==> config.mk <==
export PLATFORM = sky130hd
export DESIGN_NAME = mrp_mode_regs
export DESIGN_NICKNAME = d
export VERILOG_FILES = /design/src/hw/mrp_pkg.sv /design/src/hw/mrp_stream_if.sv /design/src/hw/mrp_fifo.sv /design/src/hw/mrp_mode_regs.sv
export SDC_FILE = /design/constraint.sdc
export NUM_CORES = 1
export LEC_CHECK = 0
export ABC_AREA = 1
export BUFFER_PORTS_ARGS = -buffer_cell sky130_fd_sc_hd__buf_4
export CORE_MARGIN = 4
export CORE_UTILIZATION = 38
export CTS_BUF_LIST = sky130_fd_sc_hd__clkbuf_8
export CTS_CLUSTER_SIZE = 14
export DETAILED_ROUTE_END_ITERATION = 8
export SLEW_MARGIN = 0
export SYNTH_ARGS = -nofsm -noshare
export SYNTH_HDL_FRONTEND = slang
export SYNTH_SLANG_ARGS = --single-unit
==> constraint.sdc <==
create_clock -name ref_clk -period 3.5 [get_ports ref_clk]
set_clock_uncertainty 0.15 [all_clocks]
set_input_delay 0.175 -clock ref_clk [delete_from_list [all_inputs] [get_ports ref_clk]]
set_output_delay 0.175 -clock ref_clk [all_outputs]
set_load 0.01 [all_outputs]
==> src/hw/mrp_pkg.sv <==
// Constants, field layouts and types for the mode register and pattern readout block
//------------------------------------------------------------------------------
// Overview of operation
// - Write column latency from second register bits 5:3
// - Total write latency is column plus additive
// - Auto refresh bit doubles rate when hot
// - Both refresh bits clear gives 1x rate
// - Forced double bit always gives 2x rate
// - Nonzero write termination field enables dynamic switching
// - Write termination only during write burst window
// - Nominal and write termination are independent
// - No write termination during write leveling
// - Third register kept until rewritten or reset
// - Pattern disabled: select ignored, array access
// - Pattern enabled: reads return calibration data
// - Reset still works in pattern mode
// - Pattern on primary lane or all lanes
// - Full or chopped bursts, fixed or on fly
// - Only address bit 2, and bit 12 when chop is on fly, matter for reads
// - Chopped burst: bit 2 picks upper half
// - First burst position carries word bit 0
// - Pattern alternates starting with zero
// - Bank 010 selects second, 011 third register
//------------------------------------------------------------------------------
package mrp_pkg;

	// Mode register selection by bank bits
	localparam logic [2:0] BANK_MR2      = 3'h2;
	localparam logic [2:0] BANK_MR3      = 3'h3;

	// Second mode register field positions
	localparam int         CWL_LSB       = 3;
	localparam int         ATR_BIT       = 6;
	localparam int         FDR_BIT       = 7;
	localparam int         WRT_LSB       = 9;
	localparam logic [3:0] CWL_BASE      = 4'h5;

	// Third mode register field positions
	localparam int         CAL_EN_BIT    = 2;
	localparam int         CAL_SEL_LSB   = 0;
	localparam logic [1:0] CAL_SEL_PAT   = 2'h0;

	// Read address bits used in pattern mode
	localparam int         ADDR_NIBBLE   = 2;
	localparam int         ADDR_CHOP     = 12;

	// Predefined calibration word, position n is bit n
	localparam logic [7:0] CAL_WORD      = 8'hAA;

	// Burst sizes in beats and in write clocks
	localparam logic [3:0] BEATS_FULL    = 4'h8;
	localparam logic [3:0] BEATS_CHOP    = 4'h4;
	localparam logic [2:0] WCLK_FULL     = 3'h4;
	localparam logic [2:0] WCLK_CHOP     = 3'h2;

	// Termination state codes
	localparam logic [1:0] TERM_HIGHZ    = 2'h0;
	localparam logic [1:0] TERM_NOM      = 2'h1;
	localparam logic [1:0] TERM_WR       = 2'h2;

	// Reset values
	localparam logic [1:0] WRT_RST       = 2'h0;
	localparam logic [2:0] MR3_RST       = 3'h0;

	// Data path sizes
	localparam int         LANE_W        = 8;
	localparam int         FIFO_DEPTH    = 16;

	// Commands seen on the command port
	typedef enum logic [2:0] {
		CMD_NOP,
		CMD_MRS,
		CMD_READ,
		CMD_READ_AP,
		CMD_WRITE,
		CMD_OTHER
	} mrp_cmd_t;

endpackage : mrp_pkg

==> src/hw/mrp_stream_if.sv <==
// Valid/ready stream between the readout logic and its FIFO
`timescale 1ns/1ns
interface mrp_stream_if #(parameter int W = 8);
	logic         wr_valid;
	logic         wr_ready;
	logic [W-1:0] wr_data;
	logic         rd_valid;
	logic         rd_ready;
	logic [W-1:0] rd_data;

	modport fifo (input wr_valid, input wr_data, output wr_ready,
		output rd_valid, output rd_data, input rd_ready);
	modport user (output wr_valid, output wr_data, input wr_ready,
		input rd_valid, input rd_data, output rd_ready);
endinterface : mrp_stream_if

==> src/hw/mrp_fifo.sv <==
// Read data FIFO with a registered output stage
`timescale 1ns/1ns
module mrp_fifo
	import mrp_pkg::*;
#(
	parameter int W     = LANE_W,
	parameter int DEPTH = FIFO_DEPTH
) (
	input wire logic ref_clk,
	input wire logic sys_rst,
	mrp_stream_if.fifo s
);
	localparam int AW = $clog2(DEPTH);

	logic [W-1:0] mem [DEPTH];
	logic [AW-1:0] wptr, rptr, next_wptr, next_rptr;
	logic [AW:0]   count, next_count;
	logic          out_valid, next_out_valid;
	logic [W-1:0]  out_data, next_out_data;
	logic          push, pop;

	//------------------------------------------------------------------
	// Pointer and output stage
	//------------------------------------------------------------------
	// Ready is honest: storage full means the source stalls
	assign s.wr_ready = (count != (AW+1)'(DEPTH));
	assign push       = s.wr_valid && s.wr_ready;
	assign pop        = (count != '0) && (!out_valid || s.rd_ready);
	assign s.rd_valid = out_valid;
	assign s.rd_data  = out_data;

	// Next pointer, count and output values
	always_comb begin
		next_wptr      = push ? wptr + 1'b1 : wptr;
		next_rptr      = pop ? rptr + 1'b1 : rptr;
		next_count     = count + (AW+1)'(push) - (AW+1)'(pop);
		next_out_data  = pop ? mem[rptr] : out_data;
		next_out_valid = pop ? 1'b1 : (out_valid && !s.rd_ready);
	end

	// Register stage
	always_ff @(posedge ref_clk) begin
		if (sys_rst) begin
			wptr      <= '0;
			rptr      <= '0;
			count     <= '0;
			out_valid <= 1'b0;
			out_data  <= '0;
		end else begin
			wptr      <= next_wptr;
			rptr      <= next_rptr;
			count     <= next_count;
			out_valid <= next_out_valid;
			out_data  <= next_out_data;
		end
	end

	// Storage needs no reset
	always_ff @(posedge ref_clk) begin
		if (push) begin
			mem[wptr] <= s.wr_data;
		end
	end
endmodule : mrp_fifo

==> src/hw/mrp_mode_regs.sv <==
// Second and third mode registers, refresh rate, termination and pattern readout
`timescale 1ns/1ns
module mrp_mode_regs
	import mrp_pkg::*;
#(
	parameter int W = LANE_W
) (
	input  wire logic         ref_clk,
	input  wire logic         sys_rst,
	input  wire logic         cmd_valid,
	input  wire mrp_cmd_t     cmd_code,
	input  wire logic [2:0]   cmd_bank,
	input  wire logic [13:0]  cmd_addr,
	output logic              cmd_ready,
	input  wire logic [3:0]   additive_latency,
	input  wire logic         nominal_term_en,
	input  wire logic         write_leveling,
	input  wire logic         chop_fixed,
	input  wire logic         chop_otf_en,
	input  wire logic         all_lanes,
	input  wire logic         case_hot,
	input  wire logic [W-1:0] array_rdata,
	input  wire logic         array_rvalid,
	output logic              array_read_req,
	output logic              array_write_req,
	output logic [3:0]        write_column_latency,
	output logic [4:0]        total_write_latency,
	output logic              self_refresh_double,
	output logic [1:0]        term_code,
	output logic              calib_active,
	output logic [W-1:0]      dq_data,
	output logic              dq_valid,
	input  wire logic         dq_ready
);
	typedef enum {
		GEN_IDLE,
		GEN_BURST
	} mrp_gen_t;

	mrp_stream_if #(.W(W)) strm ();

	logic         fire, is_read, mrs2, mrs3, chop;
	logic         auto_temp_refresh, next_atr;
	logic         forced_double_refresh, next_fdr;
	logic [1:0]   write_termination, next_wrt;
	logic [2:0]   mode_reg_three, next_mr3;
	logic [3:0]   next_cwl;
	logic [4:0]   next_twl;
	logic         next_double, next_cal;
	logic         next_rd_req, next_wr_req;
	logic         hot_meta, hot_sync;
	logic [4:0]   wr_wait, next_wr_wait;
	logic [2:0]   wr_hold, next_wr_hold;
	logic         wr_window;
	logic [1:0]   next_term;
	mrp_gen_t     gen_state, next_gen_state;
	logic [2:0]   gen_pos, next_gen_pos;
	logic [3:0]   gen_left, next_gen_left;
	logic         gen_bit;
	logic [W-1:0] gen_data;
	logic         next_cmd_ready;

	//------------------------------------------------------------------
	// Command decode
	//------------------------------------------------------------------
	// Only same-clock controller logic drives the command port
	assign fire    = cmd_valid && cmd_ready;
	assign is_read = (cmd_code == CMD_READ) || (cmd_code == CMD_READ_AP);
	assign mrs2    = fire && (cmd_code == CMD_MRS) && (cmd_bank == BANK_MR2);
	assign mrs3    = fire && (cmd_code == CMD_MRS) && (cmd_bank == BANK_MR3);
	// Chop when fixed, or on the fly with the chop address bit low
	assign chop    = chop_fixed || (chop_otf_en && !cmd_addr[ADDR_CHOP]);

	//------------------------------------------------------------------
	// Mode register storage
	//------------------------------------------------------------------
	// Reserved bits are dropped; fields hold until rewritten or reset
	always_comb begin
		next_cwl = write_column_latency;
		next_atr = auto_temp_refresh;
		next_fdr = forced_double_refresh;
		next_wrt = write_termination;
		next_mr3 = mode_reg_three;
		if (mrs2) begin
			next_cwl = CWL_BASE + {1'b0, cmd_addr[CWL_LSB +: 3]};
			next_atr = cmd_addr[ATR_BIT];
			next_fdr = cmd_addr[FDR_BIT];
			next_wrt = cmd_addr[WRT_LSB +: 2];
		end
		if (mrs3) begin
			next_mr3 = cmd_addr[2:0];
		end
	end

	// Mode register flops, reset also leaves pattern mode
	always_ff @(posedge ref_clk) begin
		if (sys_rst) begin
			write_column_latency  <= CWL_BASE;
			auto_temp_refresh     <= 1'b0;
			forced_double_refresh <= 1'b0;
			write_termination     <= WRT_RST;
			mode_reg_three        <= MR3_RST;
		end else begin
			write_column_latency  <= next_cwl;
			auto_temp_refresh     <= next_atr;
			forced_double_refresh <= next_fdr;
			write_termination     <= next_wrt;
			mode_reg_three        <= next_mr3;
		end
	end

	//------------------------------------------------------------------
	// Latency and self refresh rate
	//------------------------------------------------------------------
	// Case temperature flag is asynchronous; two stages before use
	always_ff @(posedge ref_clk) begin
		if (sys_rst) begin
			hot_meta <= 1'b0;
			hot_sync <= 1'b0;
		end else begin
			hot_meta <= case_hot;
			hot_sync <= hot_meta;
		end
	end

	// Forced double wins if software breaks the exclusive setting
	always_comb begin
		next_twl    = {1'b0, write_column_latency} + {1'b0, additive_latency};
		next_double = forced_double_refresh
			|| (auto_temp_refresh && hot_sync);
		next_cal    = mode_reg_three[CAL_EN_BIT];
	end

	// Status flops
	always_ff @(posedge ref_clk) begin
		if (sys_rst) begin
			total_write_latency <= '0;
			self_refresh_double <= 1'b0;
			calib_active        <= 1'b0;
		end else begin
			total_write_latency <= next_twl;
			self_refresh_double <= next_double;
			calib_active        <= next_cal;
		end
	end

	//------------------------------------------------------------------
	// Array requests and write termination window
	//------------------------------------------------------------------
	// Pattern mode blocks array access; writes there are dropped
	always_comb begin
		next_rd_req  = fire && is_read && !mode_reg_three[CAL_EN_BIT];
		next_wr_req  = fire && (cmd_code == CMD_WRITE)
			&& !mode_reg_three[CAL_EN_BIT];
		next_wr_wait = (wr_wait != '0) ? wr_wait - 1'b1 : wr_wait;
		next_wr_hold = (wr_wait == '0 && wr_hold != '0) ? wr_hold - 1'b1 : wr_hold;
		if (next_wr_req) begin
			next_wr_wait = total_write_latency;
			next_wr_hold = chop ? WCLK_CHOP : WCLK_FULL;
		end
	end

	// Window covers the data clocks of the latest write burst
	assign wr_window = (wr_wait == '0) && (wr_hold != '0);

	// Termination choice; leveling suppresses the write value
	always_comb begin
		next_term = nominal_term_en ? TERM_NOM : TERM_HIGHZ;
		if (wr_window && write_termination != 2'h0 && !write_leveling) begin
			next_term = TERM_WR;
		end
	end

	// Request and termination flops
	always_ff @(posedge ref_clk) begin
		if (sys_rst) begin
			array_read_req  <= 1'b0;
			array_write_req <= 1'b0;
			wr_wait         <= '0;
			wr_hold         <= '0;
			term_code       <= TERM_HIGHZ;
		end else begin
			array_read_req  <= next_rd_req;
			array_write_req <= next_wr_req;
			wr_wait         <= next_wr_wait;
			wr_hold         <= next_wr_hold;
			term_code       <= next_term;
		end
	end

	//------------------------------------------------------------------
	// Calibration burst generator
	//------------------------------------------------------------------
	// Reserved selects return zeros so the controller never hangs
	assign gen_bit = (mode_reg_three[CAL_SEL_LSB +: 2] == CAL_SEL_PAT)
		&& CAL_WORD[gen_pos];

	// Primary lane carries the bit; others low unless all lanes
	generate
		for (genvar i = 0; i < W; i++) begin : g_lane
			if (i == 0) begin : g_prime
				assign gen_data[i] = gen_bit;
			end else begin : g_other
				assign gen_data[i] = all_lanes && gen_bit;
			end
		end
	endgenerate

	// Next state; only address bit 2 picks the start position
	always_comb begin
		next_gen_state = gen_state;
		next_gen_pos   = gen_pos;
		next_gen_left  = gen_left;
		case (gen_state)
			GEN_IDLE: begin
				if (fire && is_read && mode_reg_three[CAL_EN_BIT]) begin
					next_gen_state = GEN_BURST;
					next_gen_pos   = chop ? {cmd_addr[ADDR_NIBBLE], 2'b00} : 3'h0;
					next_gen_left  = chop ? BEATS_CHOP : BEATS_FULL;
				end
			end
			GEN_BURST: begin
				if (strm.wr_ready) begin
					next_gen_pos  = gen_pos + 1'b1;
					next_gen_left = gen_left - 1'b1;
					if (gen_left == 4'h1) begin
						next_gen_state = GEN_IDLE;
					end
				end
			end
			default: begin
				next_gen_state = GEN_IDLE;
			end
		endcase
		// Ready drops while a burst runs or the FIFO is full
		next_cmd_ready = (next_gen_state == GEN_IDLE) && strm.wr_ready;
	end

	// Generator flops
	always_ff @(posedge ref_clk) begin
		if (sys_rst) begin
			gen_state <= GEN_IDLE;
			gen_pos   <= '0;
			gen_left  <= '0;
			cmd_ready <= 1'b0;
		end else begin
			gen_state <= next_gen_state;
			gen_pos   <= next_gen_pos;
			gen_left  <= next_gen_left;
			cmd_ready <= next_cmd_ready;
		end
	end

	//------------------------------------------------------------------
	// Read data FIFO
	//------------------------------------------------------------------
	// Array data has no back-pressure; it is lost if the FIFO is full
	assign strm.wr_valid = (gen_state == GEN_BURST) || array_rvalid;
	assign strm.wr_data  = (gen_state == GEN_BURST) ? gen_data : array_rdata;
	assign strm.rd_ready = dq_ready;
	assign dq_data       = strm.rd_data;
	assign dq_valid      = strm.rd_valid;

	mrp_fifo #(.W(W), .DEPTH(FIFO_DEPTH)) u_fifo (
		.ref_clk (ref_clk),
		.sys_rst (sys_rst),
		.s       (strm.fifo)
	);
endmodule : mrp_mode_regs

==> flow_summary.yaml <==
outcome:
  status: "completed"
grt:
  grt_pass1_wl_mm: 32.51
  grt_usage_pct: 15.66
  antenna_found_initial: 0
  grt_overflow: 0
  grt_pass1_vias: 6088
  grt_max_degree: 67
sta:
  period_share_pct: 76.16
  finalHoldViolations: 0
  tightestPinTransition_ns: 0.8893
  holdWs_ns: 0.05788
  setup_viol: 0
  fin_crit_ns: 2.666
  slew_viol_final: 0
  rsz0062_at_grt: "false"
  fmax_mhz: 375.1
  relSlewSlack_pct: 40.65
  setup-tns-final_ns: 0
power:
  p_per_area_nw_per_um2: 653.3
  peakVddDrop_mv: 0.3962
  p_leak_uw: 0.004319
drt:
  first_pass_iters: 4
  vias: 6334
  drc_errors: 0
  drt_iter0_drc: 428
  viasPerCell: 4.899
  routed_wl_mm: 20.24
  drtAntennaViolNets: 0
  routedWlPerCell_um: 15.65
synthesis:
  syn_inst: 829
  synth_seq_cells: 221
  yosysWarnings: 0
  yosysSeqAreaShare_pct: 64.66
  avgSynthCellArea_um2: 10.64
  syn_area_um2: 8823
  yosysMostFrequentCell: "nor2_1"
  ys_top_cells_by_area: "edfxtp_1 44%, dfxtp_1 21%, nor2_1 6.6%"
  synth_flop_cell: "edfxtp_1"
  synth_top_area_share_pct: 43.56
  synth_top_area_cell: "edfxtp_1"
  synth.distinct_cells: 42
  ys_async_sr_fraction_pct: 0
  synthTopCellsByCount: "156 x nor2_1, 128 x edfxtp_1, 93 x dfxtp_1"
  synth_edf_count: 128
worst_setup_path:
  crit_required_ns: 3.74
  timing.rr.start: "u_fifo.count[2]"
  crit_family: "adder cells"
  cpMostUsedCell: "inv_1"
  cp_max_fo: 4
  crit_start: "u_fifo.count[2]"
  crit_type: "reg2reg"
  worstSetupPathDepth: 14
  endpoint: "u_fifo.count[4]"
  ff2ff_path_depth: 14
  cp.buffers_inverters: 4
  cp_cell_sequence: "inv_1 > ha_1 > nand4_1 > nand2_1 > inv_1 > ha_1 > inv_1 > ha_1 > inv_1 > fa_1 > nor3_1 > a211oi_1 > o21ai_0 > a21oi_1"
  crit_slowest_cell: "fa_1"
  r2r-end: "u_fifo.count[4]"
  r2r_slack_ns: 0.83
  slowest_delay_ns: 0.40
  end_kind: "flop"
  crit_arrival_ns: 2.90
  start_kind: "flop"
clock_tree:
  max-clock-path-buffers: 3
  cts_made_buffers: 38
  htree_levels: 2
  clock_latency_ns: 0.51
  cts_tree: "done"
  cts.sinks: 221
  clkTransAtPathRegs_ns: 0.06
  cts-root-buf: "clkbuf_8"
place:
  place_area_um2: 9668
  gp_congestion: 0.7521
  dp_hpwl_mm: 12.50
  portBuffers: 64
floorplanning:
  initial_core_util_pct: 38.85
  die_h_um: 160.4
  die_w_um: 160.4
  core_um2: 22710
  die-area_um2: 25720
  rows: 55
  io_pins: 68
cells_and_area:
  fin_area_um2: 10780
  diodes: 0
  drive_gt1_share_pct: 14.98
  syn2layout_area_growth_pct: 22.22
  nFillCells: 2104
  final_util_pct: 47.49
  fin_nets: 1047
job:
  max_cap_viol_count: 0
worst_hold_path:
  hp-class: "in2reg"
==> through the flow <==
stage          power, µW  cells  setup WS [ns]
6_report            7045   1293         0.8343
3_5_place_dp        4913   1185         0.8462
2_1_floorplan       4407    859         0.9637
5_1_grt             7531   1293         0.5904
4_1_cts             7118   1293         0.8339
3_3_place_gp        4880   1185         0.8603
==> state kept, by name, indices dropped and copies added, names as in the netlist, 2 cells and up, named ones only <==
signal,cells
write_termination,2
u_fifo.mem,128
u_fifo.wptr,4
write_column_latency,4
u_fifo.count,5
gen_left,4
u_fifo.rptr,4
total_write_latency,5
wr_hold,3
term_code,2
mode_reg_three,3
gen_state,32
u_fifo.s.rd_data,8
wr_wait,5
==> layout make-up <==
type                       instances  area (µm²)  share of cell area (%)
timing repair buffer             116       970.9                   9.003
clock buffer                      45       619.3                   5.743
multi-input combinational        532        2765                   25.64
sequential                       221        5707                   52.92
clock inverter                    23       96.34                  0.8934
inverter                          71       269.0                   2.494
tap                              285       356.6                   3.307
==> per-layer routing <==
metal	vias up	global-route usage (%)	share of wire [%]
met1	2981	21.17	44
li1	3121	-	-
met2	179	25.25	47
met4	0	5.201	2.7
met5	-	0	0
met3	53	3.285	5.9
==> logic make-up after synthesis <==
group / after synthesis / share of synthesized area (%)
other: 1 / 0.04250
buffers and inverters: 106 / 5.275
AO/OA/AOI/OAI: 168 / 11.29
XOR/XNOR: 9 / 0.8934
adder cells (fa/ha/maj): 24 / 3.573
flip-flops: 221 / 64.66
AND/OR/NAND/NOR: 300 / 14.27
==> placed cells by master (no fill, tap or decap), types with 2 or more instances in the layout <==
master / count
a211oi_1: 3
nor3_1: 4
a21oi_1: 33
xnor2_1: 2
nand2_1: 87
xor2_1: 7
nor2_1: 156
clkinv_1: 4
ha_1: 22
nand4_1: 4
edfxtp_1: 128
buf_4: 76
fa_1: 2
dlygate4sd3_1: 40
clkinv_2: 5
a31oi_1: 2
a21oi_2: 2
conb_1: 31
o21ai_1: 8
o21ai_0: 79
o31ai_1: 2
nand3_1: 32
nor2_2: 5
nand2_2: 5
inv_2: 5
dfxtp_1: 92
o221ai_1: 23
clkbuf_8: 45
inv_1: 78
o211ai_1: 10
o22ai_1: 3
==> tightest hold or removal path: cells and delay by family <==
| kind | cells | cell delay [ns] |
|---|---|---|
| compound gates | 3 | 0.26 |
| simple gates | 1 | 0.07 |
| buf+inv | 2 | 0.17 |
==> repair_timing <==
action / CTS / global route
hold buffers: 40 / 0
setup endpoints to repair: 0 / 0
buffers inserted: 0 / 0
hold endpoints to repair: 43 / 0
gates resized for setup: 0 / 0
==> power by group <==
part           switching [µW]  internal, µW
registers                 101          2960
logic                    1160           671
clock network             993          1170
==> worst min-delay path by stage <==
stage / from / endpoint / slack [ns] / depth (start not counted)
2_1_floorplan: write_leveling / term_code[1] / 0.10 / 1
3_3_place_gp: write_leveling / term_code[1] / 0.20 / 2
3_5_place_dp: write_leveling / term_code[1] / 0.20 / 2
4_1_cts: cmd_valid / gen_state[0] / 0.03 / 7
5_1_grt: chop_otf_en / gen_left[3] / 0.09 / 6
6_report: chop_otf_en / gen_left[3] / 0.06 / 6
No activity file was read; power rests on OpenSTA's default activity.
